`config.mk`:
```
export PLATFORM = sky130hd
export DESIGN_NAME = ddr2_cmd_timing
export DESIGN_NICKNAME = d
export VERILOG_FILES = /design/src/logic/ddr2_timing_pkg.sv /design/src/logic/bank_tracker.sv /design/src/logic/ddr2_cmd_timing.sv
export VERILOG_INCLUDE_DIRS = /design/src /design/src/logic
export SDC_FILE = /design/constraint.sdc
export NUM_CORES = 1
export LEC_CHECK = 0
export BUFFER_PORTS_ARGS = -buffer_cell sky130_fd_sc_hd__buf_2
export CAP_MARGIN = 20
export CORE_UTILIZATION = 30
export CTS_CLUSTER_DIAMETER = 60
export DETAILED_ROUTE_END_ITERATION = 10
export HOLD_SLACK_MARGIN = 0.02
export PLACE_DENSITY = 0.54
export SLEW_MARGIN = 20
export SYNTH_ARGS = -nofsm -noshare
export SYNTH_HDL_FRONTEND = slang
export SYNTH_SLANG_ARGS = --single-unit
```
`constraint.sdc`:
```
create_clock -name core_clk -period 2.4 [get_ports core_clk]
set_input_delay 0.36 -clock core_clk [delete_from_list [all_inputs] [get_ports core_clk]]
set_output_delay 0.36 -clock core_clk [all_outputs]
set_load 0.1 [all_outputs]
```
`src/logic/ddr2_timing_defines.svh`:
```
/*
 file holds the timing constants of the memory-side command timing logic
 and the plain-words list of its behaviour.
 assumes a single 50 MHz core clock (20 ns period) drives every counter.
*/
// Function
// - memory delays internal precharge until row active minimum is met
// - read data starts exactly the programmed read latency after the read, for read latencies of 2 or more
// - memory accepts refresh bursts back to back, no maximum spacing
// - termination turn-off begins 3 clocks (2.5 rounded up) after control sampled inactive
`ifndef DDR2_TIMING_DEFINES_SVH
`define DDR2_TIMING_DEFINES_SVH

`define CLK_PERIOD_PS          20000
`define ROW_ACTIVE_MIN_PS      40000
`define BANK_PRECHARGE_PS      15000
`define ROW_ACTIVE_MIN_CYC     ((`ROW_ACTIVE_MIN_PS + `CLK_PERIOD_PS - 1) / `CLK_PERIOD_PS)
`define BANK_PRECHARGE_CYC     ((`BANK_PRECHARGE_PS + `CLK_PERIOD_PS - 1) / `CLK_PERIOD_PS)
`define TERM_OFF_HALF_CYC      5
`define CKE_MIN_EDGES          3
`define NUM_BANKS              4
`define CNT_W                  8
`define LAT_W                  4

`endif

```
`src/logic/ddr2_timing_pkg.sv`:
```
/*
 package holds the shared types of the command timing logic.
 assumes the defines header supplies widths.
*/
`include "ddr2_timing_defines.svh"
package ddr2_timing_pkg;
  typedef enum logic [2:0] {
    CMD_NOP, CMD_ACT, CMD_RD, CMD_WR, CMD_PRE, CMD_PREALL, CMD_REF
  } cmd_t;
  typedef enum logic [1:0] { BANK_IDLE, BANK_OPEN, BANK_AP_WAIT } bank_state_t;
endpackage : ddr2_timing_pkg

```
`src/logic/bank_tracker.sv`:
```
/*
 one bank: row-active lockout and held-back auto precharge.
 assumes commands arrive already decoded on the core clock.
*/
`timescale 1ns/1ps
`default_nettype none
`include "ddr2_timing_defines.svh"
module bank_tracker (
  input  wire logic                core_clk,
  input  wire logic                resetn,
  input  wire logic                act,
  input  wire logic                ap_req,
  input  wire logic                pre,
  output logic                     open_r,
  output logic                     ap_fire_r
);
  ddr2_timing_pkg::bank_state_t state_r;
  ddr2_timing_pkg::bank_state_t state_nxt;
  logic [`CNT_W-1:0]               ras_cnt_r;
  wire                             ras_done = (ras_cnt_r == 8'h00);
  // independent age count, so the lockout check does not trust ras_cnt_r
  logic [`CNT_W-1:0]               act_age_r;

  // auto precharge may be requested early; it waits here for row active
  always_comb begin
    state_nxt = state_r;
    case (state_r)
      ddr2_timing_pkg::BANK_IDLE:    if (act) state_nxt = ddr2_timing_pkg::BANK_OPEN;
      ddr2_timing_pkg::BANK_OPEN: begin
        if (pre) state_nxt = ddr2_timing_pkg::BANK_IDLE;
        else if (ap_req) state_nxt = ddr2_timing_pkg::BANK_AP_WAIT;
      end
      ddr2_timing_pkg::BANK_AP_WAIT: if (ras_done) state_nxt = ddr2_timing_pkg::BANK_IDLE;
      default: state_nxt = ddr2_timing_pkg::BANK_IDLE;
    endcase
  end

  always_ff @(posedge core_clk or negedge resetn) begin
    if (!resetn) begin
      state_r   <= ddr2_timing_pkg::BANK_IDLE;
      ras_cnt_r <= 8'h00;
      act_age_r <= 8'h00;
      open_r    <= 1'b0;
      ap_fire_r <= 1'b0;
    end else begin
      state_r   <= state_nxt;
      if (act && state_r == ddr2_timing_pkg::BANK_IDLE)
        ras_cnt_r <= `CNT_W'(`ROW_ACTIVE_MIN_CYC - 1);
      else if (!ras_done)
        ras_cnt_r <= ras_cnt_r - 8'h01;
      if (act && state_r == ddr2_timing_pkg::BANK_IDLE)
        act_age_r <= 8'h00;
      else if (act_age_r != 8'hff)
        act_age_r <= act_age_r + 8'h01;
      open_r    <= (state_nxt != ddr2_timing_pkg::BANK_IDLE);
      ap_fire_r <= (state_r == ddr2_timing_pkg::BANK_AP_WAIT) && ras_done;
    end
  end

  a_ap_after_ras: assert property (@(posedge core_clk) disable iff (!resetn)
    (state_r == ddr2_timing_pkg::BANK_AP_WAIT && !ras_done) |=> !ap_fire_r)
    else $error("auto precharge fired before row active minimum");
  a_ap_row_age: assert property (@(posedge core_clk) disable iff (!resetn)
    ap_fire_r |-> (act_age_r >= `CNT_W'(`ROW_ACTIVE_MIN_CYC)))
    else $error("auto precharge earlier than row active minimum after activate");
  a_ap_single: assert property (@(posedge core_clk) disable iff (!resetn)
    ap_fire_r |=> !ap_fire_r)
    else $error("internal precharge pulse longer than one cycle");
  c_ap_wait: cover property (@(posedge core_clk) disable iff (!resetn)
    state_r == ddr2_timing_pkg::BANK_AP_WAIT ##1 ap_fire_r);
endmodule : bank_tracker
`default_nettype wire

```
`src/logic/ddr2_cmd_timing.sv`:
```
/*
 memory-side command timing: bank lockout, read latency pipe, clock-enable
 registration, termination turn-off delay, refresh acceptance.
 assumes command pins are already synchronised by the caller.
*/
`timescale 1ns/1ps
`default_nettype none
`include "ddr2_timing_defines.svh"
module ddr2_cmd_timing (
  input  wire logic                       core_clk,
  input  wire logic                       resetn,
  input  wire logic [2:0]                 cmd_pin,
  input  wire logic [1:0]                 bank_pin,
  input  wire logic                       autoprecharge_pin,
  input  wire logic [`LAT_W-1:0]          cas_latency,
  input  wire logic [`LAT_W-1:0]          additive_latency,
  input  wire logic                       clock_enable_pin,
  input  wire logic                       die_termination_control,
  output logic [`NUM_BANKS-1:0]           bank_open_r,
  output logic [`NUM_BANKS-1:0]           internal_precharge_r,
  output logic                            read_data_start_r,
  output logic                            clock_enable_reg_r,
  output logic                            termination_on_r,
  output logic                            refresh_accept_r
);
  logic [2:0]   cmd_s1_r, cmd_s2_r;
  logic [1:0]   bank_s1_r, bank_s2_r;
  logic         ap_s1_r, ap_s2_r, cke_s1_r, cke_s2_r, odt_s1_r, odt_s2_r;
  logic [31:0]  rd_pipe_r;
  logic [3:0]   term_cnt_r;
  logic         cke_prev_r;
  logic [1:0]   cke_edges_r;

  always_ff @(posedge core_clk or negedge resetn) begin
    if (!resetn) begin
      cmd_s1_r <= 3'h0;
      cmd_s2_r <= 3'h0;
      bank_s1_r <= 2'h0;
      bank_s2_r <= 2'h0;
      ap_s1_r <= 1'b0;
      ap_s2_r <= 1'b0;
      cke_s1_r <= 1'b0;
      cke_s2_r <= 1'b0;
      odt_s1_r <= 1'b0;
      odt_s2_r <= 1'b0;
    end else begin
      cmd_s1_r <= cmd_pin;
      cmd_s2_r <= cmd_s1_r;
      bank_s1_r <= bank_pin;
      bank_s2_r <= bank_s1_r;
      ap_s1_r <= autoprecharge_pin;
      ap_s2_r <= ap_s1_r;
      cke_s1_r <= clock_enable_pin;
      cke_s2_r <= cke_s1_r;
      odt_s1_r <= die_termination_control;
      odt_s2_r <= odt_s1_r;
    end
  end

  // one decode for all commands; clock enable low turns every code to nop
  function automatic logic cmd_is(input logic [2:0] code,
                                  input ddr2_timing_pkg::cmd_t kind);
    return code == 3'(kind);
  endfunction : cmd_is

  wire cmd_act  = cmd_is(cmd_s2_r, ddr2_timing_pkg::CMD_ACT) && cke_s2_r;
  wire cmd_rd   = cmd_is(cmd_s2_r, ddr2_timing_pkg::CMD_RD) && cke_s2_r;
  wire cmd_wr   = cmd_is(cmd_s2_r, ddr2_timing_pkg::CMD_WR) && cke_s2_r;
  wire cmd_pre  = cmd_is(cmd_s2_r, ddr2_timing_pkg::CMD_PRE) && cke_s2_r;
  wire cmd_pall = cmd_is(cmd_s2_r, ddr2_timing_pkg::CMD_PREALL) && cke_s2_r;
  wire cmd_ref  = cmd_is(cmd_s2_r, ddr2_timing_pkg::CMD_REF) && cke_s2_r;
  wire [4:0] read_latency = 5'(cas_latency) + 5'(additive_latency);

  genvar b;
  generate
    for (b = 0; b < `NUM_BANKS; b++) begin : g_bank
      wire sel = (bank_s2_r == 2'(b));
      bank_tracker u_bank (
        .core_clk  (core_clk),
        .resetn    (resetn),
        .act       (cmd_act && sel),
        .ap_req    ((cmd_rd || cmd_wr) && ap_s2_r && sel),
        .pre       ((cmd_pre && sel) || cmd_pall),
        .open_r    (bank_open_r[b]),
        .ap_fire_r (internal_precharge_r[b])
      );
    end
  endgenerate

  // read pipe: bit k loaded at the read means first data leaves k+2 clocks after the read
  always_ff @(posedge core_clk or negedge resetn) begin
    if (!resetn) begin
      rd_pipe_r <= 32'h0;
      read_data_start_r <= 1'b0;
    end else begin
      rd_pipe_r <= (rd_pipe_r >> 1) |
                   (cmd_rd ? (32'h1 << (read_latency - 5'h2)) : 32'h0);
      read_data_start_r <= rd_pipe_r[0];
    end
  end

  // level counts as registered after three sampled edges
  always_ff @(posedge core_clk or negedge resetn) begin
    if (!resetn) begin
      cke_prev_r <= 1'b0;
      cke_edges_r <= 2'h0;
      clock_enable_reg_r <= 1'b0;
    end else begin
      cke_prev_r <= cke_s2_r;
      if (cke_s2_r != cke_prev_r)
        cke_edges_r <= 2'h1;
      else if (cke_edges_r != 2'(`CKE_MIN_EDGES))
        cke_edges_r <= cke_edges_r + 2'h1;
      if (cke_edges_r == 2'(`CKE_MIN_EDGES - 1) && cke_s2_r == cke_prev_r)
        clock_enable_reg_r <= cke_s2_r;
    end
  end

  // half clocks cannot be made on one edge; rounded up to three clocks
  always_ff @(posedge core_clk or negedge resetn) begin
    if (!resetn) begin
      term_cnt_r <= 4'h0;
      termination_on_r <= 1'b0;
      refresh_accept_r <= 1'b0;
    end else begin
      refresh_accept_r <= cmd_ref;
      if (odt_s2_r) begin
        term_cnt_r <= 4'h0;
        termination_on_r <= 1'b1;
      end else if (termination_on_r) begin
        term_cnt_r <= term_cnt_r + 4'h1;
        if (term_cnt_r == 4'((`TERM_OFF_HALF_CYC + 1) / 2 - 1))
          termination_on_r <= 1'b0;
      end
    end
  end

  a_read_latency: assert property (@(posedge core_clk) disable iff (!resetn)
    (cmd_rd && read_latency == 5'h5) |-> ##5 read_data_start_r)
    else $error("read data start not at programmed latency");
  a_term_off: assert property (@(posedge core_clk) disable iff (!resetn)
    ($fell(odt_s2_r) && termination_on_r) |-> termination_on_r ##[1:3] !termination_on_r)
    else $error("termination turn-off delay wrong");
  a_refresh_burst: assert property (@(posedge core_clk) disable iff (!resetn)
    cmd_ref |=> refresh_accept_r)
    else $error("refresh in burst not accepted");
  a_cke_hold: assert property (@(posedge core_clk) disable iff (!resetn)
    $changed(clock_enable_reg_r) |-> $past(cke_s2_r, 1) == clock_enable_reg_r)
    else $error("clock enable registered wrong level");
  a_cke_gates_ref: assert property (@(posedge core_clk) disable iff (!resetn)
    !cke_s2_r |=> !refresh_accept_r)
    else $error("refresh taken while clock enable low");
  a_term_on: assert property (@(posedge core_clk) disable iff (!resetn)
    odt_s2_r |=> termination_on_r)
    else $error("termination not on while requested");
  c_read: cover property (@(posedge core_clk) disable iff (!resetn) read_data_start_r);
  c_ref2: cover property (@(posedge core_clk) disable iff (!resetn) cmd_ref ##1 cmd_ref);
  c_term: cover property (@(posedge core_clk) disable iff (!resetn) $fell(termination_on_r));
endmodule : ddr2_cmd_timing
`default_nettype wire

```
## Word-level counts from Yosys, hierarchy flattened

Index checks and enable logic that the tools add are counted.

- Register bits after elaboration: 107
- Input bits: 18
- Output and inout port bits: 12
- Logic and storage cells: 154

- Add/sub/neg operators: 8
- Eq/ne operators: 26
- Shift-type cells: 1
- Muxes and demuxes: 36
- Bitwise logic cells: 1
- Reductions and logical operators: 48

Operators with widths:

| cell | number |
|---|---|
| 8-bit two-way mux | 8 |
| 2-bit two-way mux | 18 |
| 8-bit zero test | 4 |
| 32-bit two-way mux | 1 |
| 31-bit by 32-bit OR with 32-bit output | 1 |
| 1-bit by 5-bit << shifter with 32-bit output, first input constant | 1 |
| 8-bit by 1-bit subtractor with 8-bit output, second input constant | 4 |
| 1-bit logical AND | 28 |
| 2-bit one-hot mux with 3 select lines | 4 |
| 2-bit equality test, second input constant | 7 |
| 2-bit nonzero test | 6 |
| 2-bit by 1-bit equality test with 1-bit output, second input constant | 5 |
| 2-bit zero test | 5 |
| 2-bit != test, second input constant | 5 |
| 3-bit equality test, second input constant | 3 |
| 4-bit two-way mux | 2 |
| 3-bit by 2-bit equality test with 1-bit output, second input constant | 2 |
| 4-bit by 4-bit adder with 5-bit output | 1 |
| 1-bit logical OR | 5 |
| 5-bit by 2-bit subtractor with 5-bit output, second input constant | 1 |
| 4-bit by 1-bit adder with 4-bit output, second input constant | 1 |
| 4-bit by 2-bit equality test with 1-bit output, second input constant | 1 |
| 3-bit by 1-bit equality test with 1-bit output, second input constant | 1 |
| 1-bit two-way mux | 3 |
| other kinds (3) | 3 |

## Depth between registers and ports, before layout

Gate-level depths: netlist of the first run.

- Depth in word-level cells: 9
- Gate-level depth with buffers: 10
- Mapped depth without buffers: 10

## By module

A second synthesis of the first run with hierarchy kept.

- Cell total of the unflattened synthesis: 471
- Area total of the unflattened synthesis: 5,039.8 µm²

Modules (own cells, without submodules):

| module | times used | cells each | area an instance (µm²) | seq. area each (µm²) |
|---|---|---|---|---|
| ddr2_cmd_timing | 1 | 223 | 2,552.4 | 1,476.4 |
| bank_tracker | 4 | 62 | 621.8 | 300.3 |

## Least setup slack after synthesis of the first run

No wires, ideal clock.

- Path kind: in2reg
- Start: input port cas_latency[2]
- End: register rd_pipe_r[15]
- Library setup time: 0.065 ns
- Arrival time: 2.150 ns
- Setup slack: 0.185 ns
- Stages: 9
- Path buffers: 1
- Cell sequence: inv_1 ha_1 inv_1 ha_1 a21o_1 a21oi_1 xor2_1 buf_2 a31o_2

- Longest elaborated chain between the ends: 5

Ends and longest elaborated chain:

| element | line | text |
|---|---|---|
| start, declared | ddr2_cmd_timing.sv:15 | `` input wire logic [`LAT_W-1:0] cas_latency, `` |
| 4-bit by 4-bit adder with 5-bit output | ddr2_cmd_timing.sv:72 | `wire [4:0] read_latency = 5'(cas_latency) + 5'(additive_latency);` |
| 5-bit by 2-bit subtractor with 5-bit output | ddr2_cmd_timing.sv:97 | `(cmd_rd ? (32'h1 << (read_latency - 5'h2)) : 32'h0);` |
| 1-bit by 5-bit << shifter with 32-bit output | ddr2_cmd_timing.sv:97 |  |
| 32-bit two-way mux | ddr2_cmd_timing.sv:97 |  |
| 31-bit by 32-bit OR with 32-bit output | ddr2_cmd_timing.sv:96 | `rd_pipe_r <= (rd_pipe_r >> 1) \|` |
| end signal, assigned | ddr2_cmd_timing.sv:96 |  |
| end, declared | ddr2_cmd_timing.sv:29 | `logic [31:0] rd_pipe_r;` |

Every way passes these cells.
A chain may end at the register's enable or synchronous reset.

## Final worst setup path of the first run

- Start: input port cas_latency[1]
- End: register rd_pipe_r[28]

Same word-level chain as after synthesis.

==> results.md, run 1 <==
- Post-CTS Hold Buffers: 1
- Most used DFF post-synth: dfrtp_1
- Adder-cell share of the synthesized area: 4.40%
- Maximum clock path buffer count: 2
- Initial core utilization: 30.9%
- Hold Vio Cnt, Final: 0
- Worst setup EP type: flip-flop
- Most common cell after layout, fill and taps aside: dfrtp_1
- Die area: 16200 sq um
- Worst IR Drop VDD: 0.378 mV
- CP top delay family: adder cells
- Top cells by area, synth: dfrtp_1 57%, a31o_2 5.8%, ha_1 4.0%
- Most used cell, CP: inv_1
- Worst skew pair latency: 0.35 ns
- Post-CTS Repair Setup Buffers: 0
- Global route total overflow: 0
- Initial antenna violation count: 0
- Mapped cell area: 4720 sq um
- Antenna-violating nets left: 0
- DR pass1 iterations: 5
- Port-buffer cells: 29
- Dpl cells: 650
- CTS sink cnt: about 110
- Int Power: approximately 3.7 mW
- Post-synth cell types: between 50 and 60
- Pwr Total: 5.55 mW
- Post-synthesis compound-gate area fraction: about an eighth
- Worst hold path type: input port to flip-flop
- Finished Layout Cells: around 670
- Worst-Margin Slew: around 0.65 ns
- Largest net degree at the start of global routing: 47
- Sequential fraction of the synthesis area: a little under three fifths
- Sequential share of power: a little under half
- Largest family of logic cells by synthesized area: simple AND/OR/NAND/NOR gates
- Dpl cell area: 5170 sq um
- Simple-gate portion of the synthesized area: approximately a fifth
- Syn_nets: between 400 and 500
- Die Width: approximately 130 um
- Post-synth EDFFs: 0
- Final setup vio count: 0
- Layout cells sized above 1: between 20% and 30%
- First-pass GRT wire length: roughly 15000 um
- Post-Synth XOR/XNOR Area: 2.97%
- Rel. slew slack: a little under three fifths
- Vert. Die Dim: about 130 um
- Number of synthesized register bits: 107
- Unrepaired setup endpoints after global routing: false
- Post-DR wirelength/cell: 12.9 um
- I/O pin count: 30
- Pre-CTS setup slack: -0.0246 ns
- Setup ws final: roughly 0.32 ns
- Multiplexer area fraction after synthesis: under 10%
- Minimum clock period: 2.08 ns
- Total track usage: a little under an eighth
- Leading area contributor after synthesis: dfrtp_1
- # DRC: 0
- NumNets Final: 485
- Core area: ~15000 sq um
- Required @ worst endpoint: around 2.7 ns
- Switching share of power: between 30 and 40%
- Yosys top cell area share: a little under three fifths
- Starting DRT DRC Count: 157
- Outcome: complete, no violations
- Antenna cells: 0
- Vias in the first global route: roughly 3200
- Skew final: around 0.008 ns
- Commonest cells after routing, fill and taps aside: 107 x dfrtp_1, 46 x nor2_1, 31 x a31o_2
- Yosys warning count: 0
- Slew Limit Fails: 0
- Clk pin slew, worst setup/hold paths: around 0.070 ns
- Max cap viols: 0
- Avg Cell Area, Syn: between 10 and 15 sq um
- Area Overhead vs Synth: 16.0%
- Via density per instance: around 4.7
- Filler cells: 1500
- DRT Wirelength: ~8600 um
- CP Max Fanout: 8
- TNS Setup: 0 ns
- # rows: 45
- Hpwl dp: between 5000 and 6000 um
- TritonCTS Buffers: 9
- Logic pwr share: between 20% and 30%
- Crit Path Class: input port to flip-flop
- Post-Layout Inst Area: approximately 5500 sq um
- Vias: about 3100
- Setup crit start kind: input port
- Tcrit/Tclk final: between 80 and 90%
- Fmax: 482 MHz
- Worst path cell trace: buf_2 -> inv_1 -> ha_1 -> inv_1 -> ha_1 -> inv_1 -> fa_1 -> xnor2_1 -> nand2_1 -> nor2_1 -> a31o_2
- Crit path DAT: about 2.4 ns
- GPL Wtd Cong: roughly 0.75
- P per Cell Area: just over 1000 nW/um^2
- CTS Root Cell: clkbuf_16
- Mapped Cells: ~410
- Clock Power Share: between 20 and 30%
- Post-synth ARST share: 100%
- CTS tree: yes
- Leakage: 2.56 nW
- CP max stage delay: about 0.43 ns
- Crit-path slowest cell: nor2_1
- H-tree depth: 3
- Post-cts resize count: 0
- Net Switching: around 1.9 mW
- Worst Path Buf+Inv: 4
[power by group through the flow]
stage	sequential [mW]	combinational (mW)	clock, mW
2_1_floorplan	2.59	1.14	0
3_3_place_gp	2.59	1.46	0
3_5_place_dp	2.60	1.50	0
4_1_cts	2.57	1.51	1.56
5_1_grt	2.64	1.69	1.63
6_report	2.57	1.48	1.50
[synthesized netlist by cell type (4+ instances only)]
cell type,number
a211oi_1,5
o21ai_0,6
a31o_2,31
nand2_1,23
nand2b_1,8
buf_4,8
dfrtp_1,107
xnor2_1,10
nor2b_1,12
nand3b_1,7
mux2i_1,7
and4b_1,4
or4_1,5
a21o_1,4
xor2_1,6
nand4b_1,4
ha_1,15
inv_1,23
a21oi_1,18
nor3_1,8
nor2_1,46
and3_1,5
[layout make-up]
| class | instances | area, sq um | share of cell area, % |
|---|---|---|---|
| repair buffers | 44 | 288 | 5.25 |
| clock inverters | 6 | 73.8 | 1.35 |
| clock buffers | 9 | 225 | 4.11 |
| inverters | 23 | 86.3 | 1.58 |
| multi-input cells | 266 | 1860 | 34.0 |
| flip-flops and latches | 107 | 2680 | 48.9 |
| well taps | 211 | 264 | 4.82 |
[stage by stage]
step           hold slack, ns  utilization (%)
6_report                0.118             35.9
5_1_grt                0.0967             35.9
4_1_cts                0.0980             35.9
3_5_place_dp            0.336             33.9
3_3_place_gp            0.338             33.9
2_1_floorplan          0.0644                -
[worst paths after layout]
path	depth (start not counted)	endpoint	startpoint	slack [ns]
hold / removal	1	cmd_s1_r[1]$_DFF_PN0_	cmd_pin[1]	0.12
max in group asynchronous	3	rd_pipe_r[5]$_DFF_PN0_	resetn	1.27
hold reg to reg	0	cmd_s2_r[0]$_DFF_PN0_	cmd_s1_r[0]$_DFF_PN0_	0.35
setup / recovery	11	rd_pipe_r[28]$_DFF_PN0_	cas_latency[1]	0.32
min in group asynchronous	2	g_bank[2].u_bank.ras_cnt_r[7]$_DFFE_PN0P_	resetn	0.52
setup reg to reg	6	g_bank[1].u_bank.open_r$_DFF_PN0_	g_bank[1].u_bank.ras_cnt_r[0]$_DFFE_PN0P_	0.38
[kinds of logic after synthesis]
family                     count (synthesis)
xor gates and xnor gates                  16
DFF                                      107
muxes                                      7
AOI/OAI and AO/OA                         76
adders and majority gates                 16
buffers and inverters                     39
and+or+nand+nor                          151
[metal layers]
layer	routed length [um]	share of wire, %	global-route usage [%]	vias to the layer above
li1	-	-	-	1532
met1	4110	48	14.5	1543
met2	3990	47	19.2	41
met3	353	4.1	3.89	9
met4	125	1.5	4.41	0
met5	0	0	0	-
[sequential cells by signal (all words and copies together) (netlist names), 2 cells and up]
| register | cells |
|---|---|
| cke_edges_r | 2 |
| bank_s1_r | 2 |
| g_bank.u_bank.state_r | 8 |
| bank_s2_r | 2 |
| g_bank.u_bank.ap_fire_r | 4 |
| g_bank.u_bank.ras_cnt_r | 32 |
| term_cnt_r | 4 |
| cmd_s1_r | 3 |
| cmd_s2_r | 3 |
| rd_pipe_r | 32 |
| g_bank.u_bank.open_r | 4 |
Note: power is estimated with default switching activity, not from simulation.
==> inputs of run 2 (changes only) <==
- SLEW_MARGIN: 20 -> 30
- clock period: 2.4 -> 2.3 ns (I/O delays scaled with it)
==> run 2 against run 1 <==
Sequential share of layout area down 0.35 points; largest cell class unchanged; critical path type unchanged; first-iteration DRC count up 43%; via count down 1.1%; non-clock buffer count up 2.
==> results.md, run 2 (synthesized netlist as in run 1, its figures left out) <==
- Max cap viols: 0 (unchanged)
- Vias in the first global route: 3166 (-0.13%)
- DR pass1 iterations: 4 (-1)
- Initial core utilization: 30.9% (unchanged)
- Slew Limit Fails: 0 (unchanged)
- Worst Path Buf+Inv: 4 (unchanged)
- Crit-path slowest cell: nor2_1
- Rel. slew slack: 56.2% (-0.37 points)
- Dpl cell area: 5170 sq um (about the same)
- I/O pin count: 30 (unchanged)
- Biggest regs: g_bank.u_bank.ras_cnt_r (32), rd_pipe_r (32), g_bank.u_bank.state_r (8)
- Maximum clock path buffer count: 2 (unchanged)
- Worst skew pair latency: 0.35 ns (about the same)
- Post-CTS Hold Buffers: 1 (unchanged)
- Post-cts resize count: 0 (unchanged)
- Most used cell, CP: inv_1
- Area Overhead vs Synth: 16.9%
- Post-CTS Repair Setup Buffers: 0 (unchanged)
- # rows: 45 (unchanged)
- Post-Layout Inst Area: 5520 sq um (+0.73%)
- Die Width: 127 um (unchanged)
- Worst-Margin Slew: 0.655 ns (+0.00548 ns)
- TritonCTS Buffers: 9 (unchanged)
- Worst hold path type: input port to flip-flop
- Pwr Total: 5.98 mW (+7.7%)
- CTS Root Cell: clkbuf_16
- Minimum clock period: between 2 and 2.5 ns
- Vias: 3092 (-1.1%)
- Antenna-violating nets left: 0 (unchanged)
- Crit path DAT: 2.37 ns (about the same)
- Total track usage: 11.5% (-0.24 points)
- Fmax: between 400 and 500 MHz
- Unrepaired setup endpoints after global routing: false
- Via density per instance: 4.62 (-1.5%)
- Hpwl dp: 6060 um (+2.2%)
- DRT Wirelength: 8540 um (-0.45%)
- Die area: 16200 sq um (unchanged)
- Setup crit start kind: input port
- Layout cells sized above 1: 21.6% (+0.52 points)
- P per Cell Area: 1080 nW/um^2 (+6.9%)
- Tcrit/Tclk final: between 90% and 100%
- Worst IR Drop VDD: 0.504 mV (+33%)
- # DRC: 0 (unchanged)
- Post-DR wirelength/cell: 12.8 um (-0.90%)
- Required @ worst endpoint: 2.60 ns (-0.09 ns)
- CP Max Fanout: 8 (unchanged)
- Skew final: 0.00870 ns (+0.000716 ns)
- CTS sink cnt: 107 (unchanged)
- GPL Wtd Cong: 0.765 (+1.8%)
- Worst setup EP type: flip-flop
- Core area: 15300 sq um (unchanged)
- Final setup vio count: 0 (unchanged)
- Global route total overflow: 0 (unchanged)
- Starting DRT DRC Count: 224 (+43%)
- Vert. Die Dim: 127 um (unchanged)
- Worst path cell trace: buf_2 -> inv_1 -> ha_1 -> inv_1 -> ha_1 -> inv_1 -> fa_1 -> xor2_1 -> nand2_1 -> nor2_1 -> a31o_2
- CTS tree: yes
- Fin util: 36.2% (+0.26 points)
- Commonest cells after routing, fill and taps aside: 107 x dfrtp_1, 46 x nor2_1, 31 x a31o_2
- Clk pin slew, worst setup/hold paths: 0.08 ns (about the same)
- Most common cell after layout, fill and taps aside: dfrtp_1
- NumNets Final: 487 (+0.41%)
- Leakage: 2.57 nW (+0.55%)
- Outcome: complete, no violations
- Initial antenna violation count: 0 (unchanged)
- Pre-CTS setup slack: -0.118 ns (-0.0931 ns)
- First-pass GRT wire length: 15000 um (-0.19%)
- Port-buffer cells: 29 (unchanged)
- Worst hold slack: 0.101 ns (-0.0170 ns)
- CP top delay family: adder cells
- Setup ws final: 0.228 ns (-0.0964 ns)
- Crit Path Class: input port to flip-flop
- CP max stage delay: 0.46 ns (+0.03 ns)
- Hold Vio Cnt, Final: 0 (unchanged)
- Antenna cells: 0 (unchanged)
- Largest net degree at the start of global routing: 50 (+6.4%)
- H-tree depth: 3 (unchanged)
-- run 2: changes by cell type in the layout (fill, tap and decap cells not counted), sizes merged --
cell	delta
bufinv	+1
clkinv	-1
buf	+2
clkinvlp	+2
inv	-1
-- run 2: power by group --
| part | total, mW | switching (mW) | internal (mW) |
|---|---|---|---|
| Combinational | 1.58 | 0.877 | 0.702 |
| Clock | 1.71 | 0.738 | 0.975 |
| Sequential | 2.69 | 0.405 | 2.28 |
| Total | 5.98 | 2.02 | 3.96 |
-- run 2: worst paths after layout --
kind                                                                 from                                   endpoint  slack [ns]  depth (start not counted)
worst max-delay path                                       cas_latency[1]                    rd_pipe_r[21]$_DFF_PN0_        0.23                         11
worst min-delay path                                           cmd_pin[2]                      cmd_s1_r[2]$_DFF_PN0_        0.10                          1
worst max register to register  g_bank[1].u_bank.ras_cnt_r[0]$_DFFE_PN0P_          g_bank[1].u_bank.open_r$_DFF_PN0_        0.28                          6
worst min register to register                      cmd_s1_r[0]$_DFF_PN0_                      cmd_s2_r[0]$_DFF_PN0_        0.35                          0
max in group asynchronous                                          resetn                  term_cnt_r[3]$_DFFE_PN0P_        1.14                          3
min in group asynchronous                                          resetn  g_bank[2].u_bank.ras_cnt_r[2]$_DFFE_PN0P_        0.50                          2
-- run 2: area by class of cell --
| class | instances | area (sq um) |
|---|---|---|
| fill | 1516 | 9740 |
| sequential | 107 | 2680 |
| multi-input combinational | 266 | 1860 |
| timing repair buffer | 46 | 290 |
| tap | 211 | 264 |
| clock buffer | 9 | 225 |
| clock inverter | 7 | 111 |
| inverter | 23 | 86.3 |
-- run 2: layer usage --
metal / global-route usage, % / wire, um
met1: 14.4 / 4120
met2: 19.0 / 3980
met3: 3.39 / 324
met4: 4.06 / 112
met5: 0 / 0
-- run 2: metrics by stage --
step	std cells	TNS [ns]
detailed placement	652	-2.77
finish	669	0
floorplan	412	0
global placement	652	-2.30
global route	669	0
CTS	669	0
==> inputs of run 3 (changes only) <==
==> constraint.sdc (replaced) <==
create_clock -name core_clk -period 2.3 [get_ports core_clk]
set_input_delay 0.46 -clock core_clk [delete_from_list [all_inputs] [get_ports core_clk]]
set_output_delay 0.46 -clock core_clk [all_outputs]
set_load 0.1 [all_outputs]
==> run 3 against run 2 <==
Final area is 0.68% lower; worst setup slack got worse by 0.045 ns; total power decreased by 1.6%; critical path depth stayed put; sequential share of layout area is 0.33 points higher; sequential cell count is the same; fmax decreased by 2.1%; routed wire length rose by 2.2%; register-to-register slack got worse by 0.02 ns; largest power group unchanged.
==> results.md, run 3 (synthesized netlist as in run 1, its figures left out) <==
- Switching share of power: 34.6% (+0.77 points)
- Hold Vio Cnt, Final: 0 (unchanged)
- Post-DR wirelength/cell: 13.1 um (+3.0%)
- Area of the multi-input gates: 1870 sq um (+0.27%)
- Vias: 3109 (+0.55%)
- # rows: 45 (unchanged)
- Post-CTS Hold Buffers: 0 (-1)
- Unrepaired setup endpoints after global routing: false
- Port-buffer cells: 29 (unchanged)
- Max cap viols: 0 (unchanged)
- Skew final: 0.0166 ns (+0.00791 ns)
- TritonCTS Buffers: 9 (unchanged)
- Net Switching: 2.03 mW (+0.65%)
- Antenna-violating nets left: 0 (unchanged)
- Post-CTS Repair Setup Buffers: 0 (unchanged)
- Core area: 15300 sq um (unchanged)
- Critical path startpoint: cas_latency[1]
- Worst hold slack: 0.0435 ns (-0.0575 ns)
- Crit path DAT: 2.42 ns (+0.05 ns)
- Outcome: complete, no violations
- Worst IR Drop VDD: 0.363 mV (-28%)
- Dpl cells: 648 (-0.61%)
- I/O pin count: 30 (unchanged)
- CTS sink cnt: 107 (unchanged)
- Logic pwr share: 26.6% (+0.2 points)
- Register-to-Register Path Depth: 6 (unchanged)
- Die area: 16200 sq um (unchanged)
- Maximum clock path buffer count: 2 (unchanged)
- Leakage: 2.55 nW (-0.88%)
- Antenna cells: 0 (unchanged)
- Int Power: 3.85 mW (-2.7%)
- R2r setup slk: 0.26 ns (-0.02 ns)
- Dpl cell area: 5150 sq um (-0.34%)
- Layout cells sized above 1: 21.4% (-0.20 points)
- Worst hold path type: input port to asynchronous set/reset pin
- Global route total overflow: 0 (unchanged)
- Final setup vio count: 0 (unchanged)
- Finished Layout Cells: 664 (-0.75%)
- CP Max Fanout: 8 (unchanged)
- Clock Power Share: 27.8% (-0.9 points)
- Clk pin slew, worst setup/hold paths: 0.08 ns (about the same)
- Via density per instance: 4.68 (+1.3%)
- Starting DRT DRC Count: 195 (-13%)
- Total track usage: 12.1% (+0.53 points)
- Worst r2r src: g_bank[1].u_bank.ras_cnt_r[0]$_DFFE_PN0P_
- Sequential share of power: 45.6% (+0.7 points)
- Worst skew pair latency: 0.36 ns (about the same)
- GPL Wtd Cong: 0.731 (-4.5%)
- H-tree depth: 3 (unchanged)
- Post-Layout Inst Area: 5480 sq um (-0.68%)
- Vert. Die Dim: 127 um (unchanged)
- Most common cell after layout, fill and taps aside: dfrtp_1
- CTS Root Cell: clkbuf_16
- DR pass1 iterations: 5 (+1)
- Area Overhead vs Synth: 16.1%
- Largest net degree at the start of global routing: 41 (-18%)
- Required @ worst endpoint: 2.60 ns (about the same)
- Die Width: 127 um (unchanged)
- Worst-Margin Slew: 0.626 ns (-0.0294 ns)
- CTS tree: yes
- Slew Limit Fails: 0 (unchanged)
- P per Cell Area: 1070 nW/um^2 (-0.93%)
- Worst setup EP type: flip-flop
- Biggest regs: g_bank.u_bank.ras_cnt_r (32), rd_pipe_r (32), g_bank.u_bank.state_r (8)
- Rel. slew slack: 58.1% (+1.9 points)
- Minimum clock period: 2.12 ns (+0.0454 ns)
- Post-cts resize count: 0 (unchanged)
- Tcrit/Tclk final: 92.1% (+2.0 points)
- Filler cells: 1516 (unchanged)
- Sequential cell area: 2680 sq um (unchanged)
- Hpwl dp: 6140 um (+1.2%)
- Reg2Reg Capture Point: g_bank[1].u_bank.open_r$_DFF_PN0_
- # DRC: 0 (unchanged)
- Pwr Total: 5.88 mW (-1.6%)
- Initial core utilization: 30.9% (unchanged)
- Commonest cells after routing, fill and taps aside: 107 x dfrtp_1, 44 x nor2_1, 31 x a31o_2
- NumNets Final: 482 (-1.0%)
- Fmax: 472 MHz (-2.1%)
- Initial antenna violation count: 0 (unchanged)
- Vias in the first global route: 3215 (+1.5%)
- Setup crit start kind: input port
- Crit Path Class: input port to flip-flop
- DRT Wirelength: 8730 um (+2.2%)
- First-pass GRT wire length: 15400 um (+2.7%)
## run 3: cell count changes in the layout (fill, tap and decap cells not counted)
cell / delta
clkinv_4: +1
bufinv_16: -1
buf_4: -5
inv_6: -1
nor2_1: -2
dlygate4sd3_1: -1
nor2_2: +2
buf_12: +1
inv_8: +2
clkinvlp_4: -1
## run 3: cell type report
type / instances / area share, %
inverters: 23 / 1.58
clock buffers: 9 / 4.11
flip-flops and latches: 107 / 48.9
repair buffers: 41 / 4.79
clock inverters: 7 / 1.76
multi-input cells: 266 / 34.1
well taps: 211 / 4.82
## run 3: metrics by stage
| step | util (%) | setup slack, ns | setup TNS, ns |
|---|---|---|---|
| after CTS | 35.9 | 0.124 | 0 |
| after floorplan | - | -0.0146 | -0.106 |
| final | 35.9 | 0.183 | 0 |
| after global routing | 35.9 | 0.0343 | 0 |
| after detailed placement | 33.8 | -0.252 | -6.30 |
| after global placement | 33.8 | -0.230 | -6.03 |
## run 3: worst max-delay path: stages
cell	delay, ns
buf_2	0.07
inv_1	0.03
ha_1	0.28
inv_1	0.06
ha_1	0.15
inv_1	0.05
fa_1	0.41
xnor2_1	0.20
nand2_1	0.07
nor2_1	0.39
a31o_2	0.24
## run 3: worst max-delay path by stage
| stage | cells past startpoint | to |
|---|---|---|
| finish | 11 | rd_pipe_r[8]$_DFF_PN0_ |
| global route | 11 | rd_pipe_r[8]$_DFF_PN0_ |
| CTS | 11 | rd_pipe_r[4]$_DFF_PN0_ |
| detailed placement | 11 | rd_pipe_r[4]$_DFF_PN0_ |
| global placement | 11 | rd_pipe_r[23]$_DFF_PN0_ |
| floorplan | 9 | rd_pipe_r[15]$_DFF_PN0_ |
## run 3: layer usage
layer	track usage, %	vias to the layer above	part of all wire [%]
met3	4.31	5	3.8
met4	3.78	0	0.96
met2	19.3	42	47
li1	-	1527	-
met5	0	-	0
met1	15.2	1535	48
## run 3: power by group through the flow
stage | sequential, mW | combinational (mW) | clock [mW]
floorplan | 2.70 | 1.19 | 0
global placement | 2.70 | 1.52 | 0
detailed placement | 2.72 | 1.58 | 0
CTS | 2.68 | 1.60 | 1.70
global route | 2.76 | 1.78 | 1.77
finish | 2.68 | 1.57 | 1.64
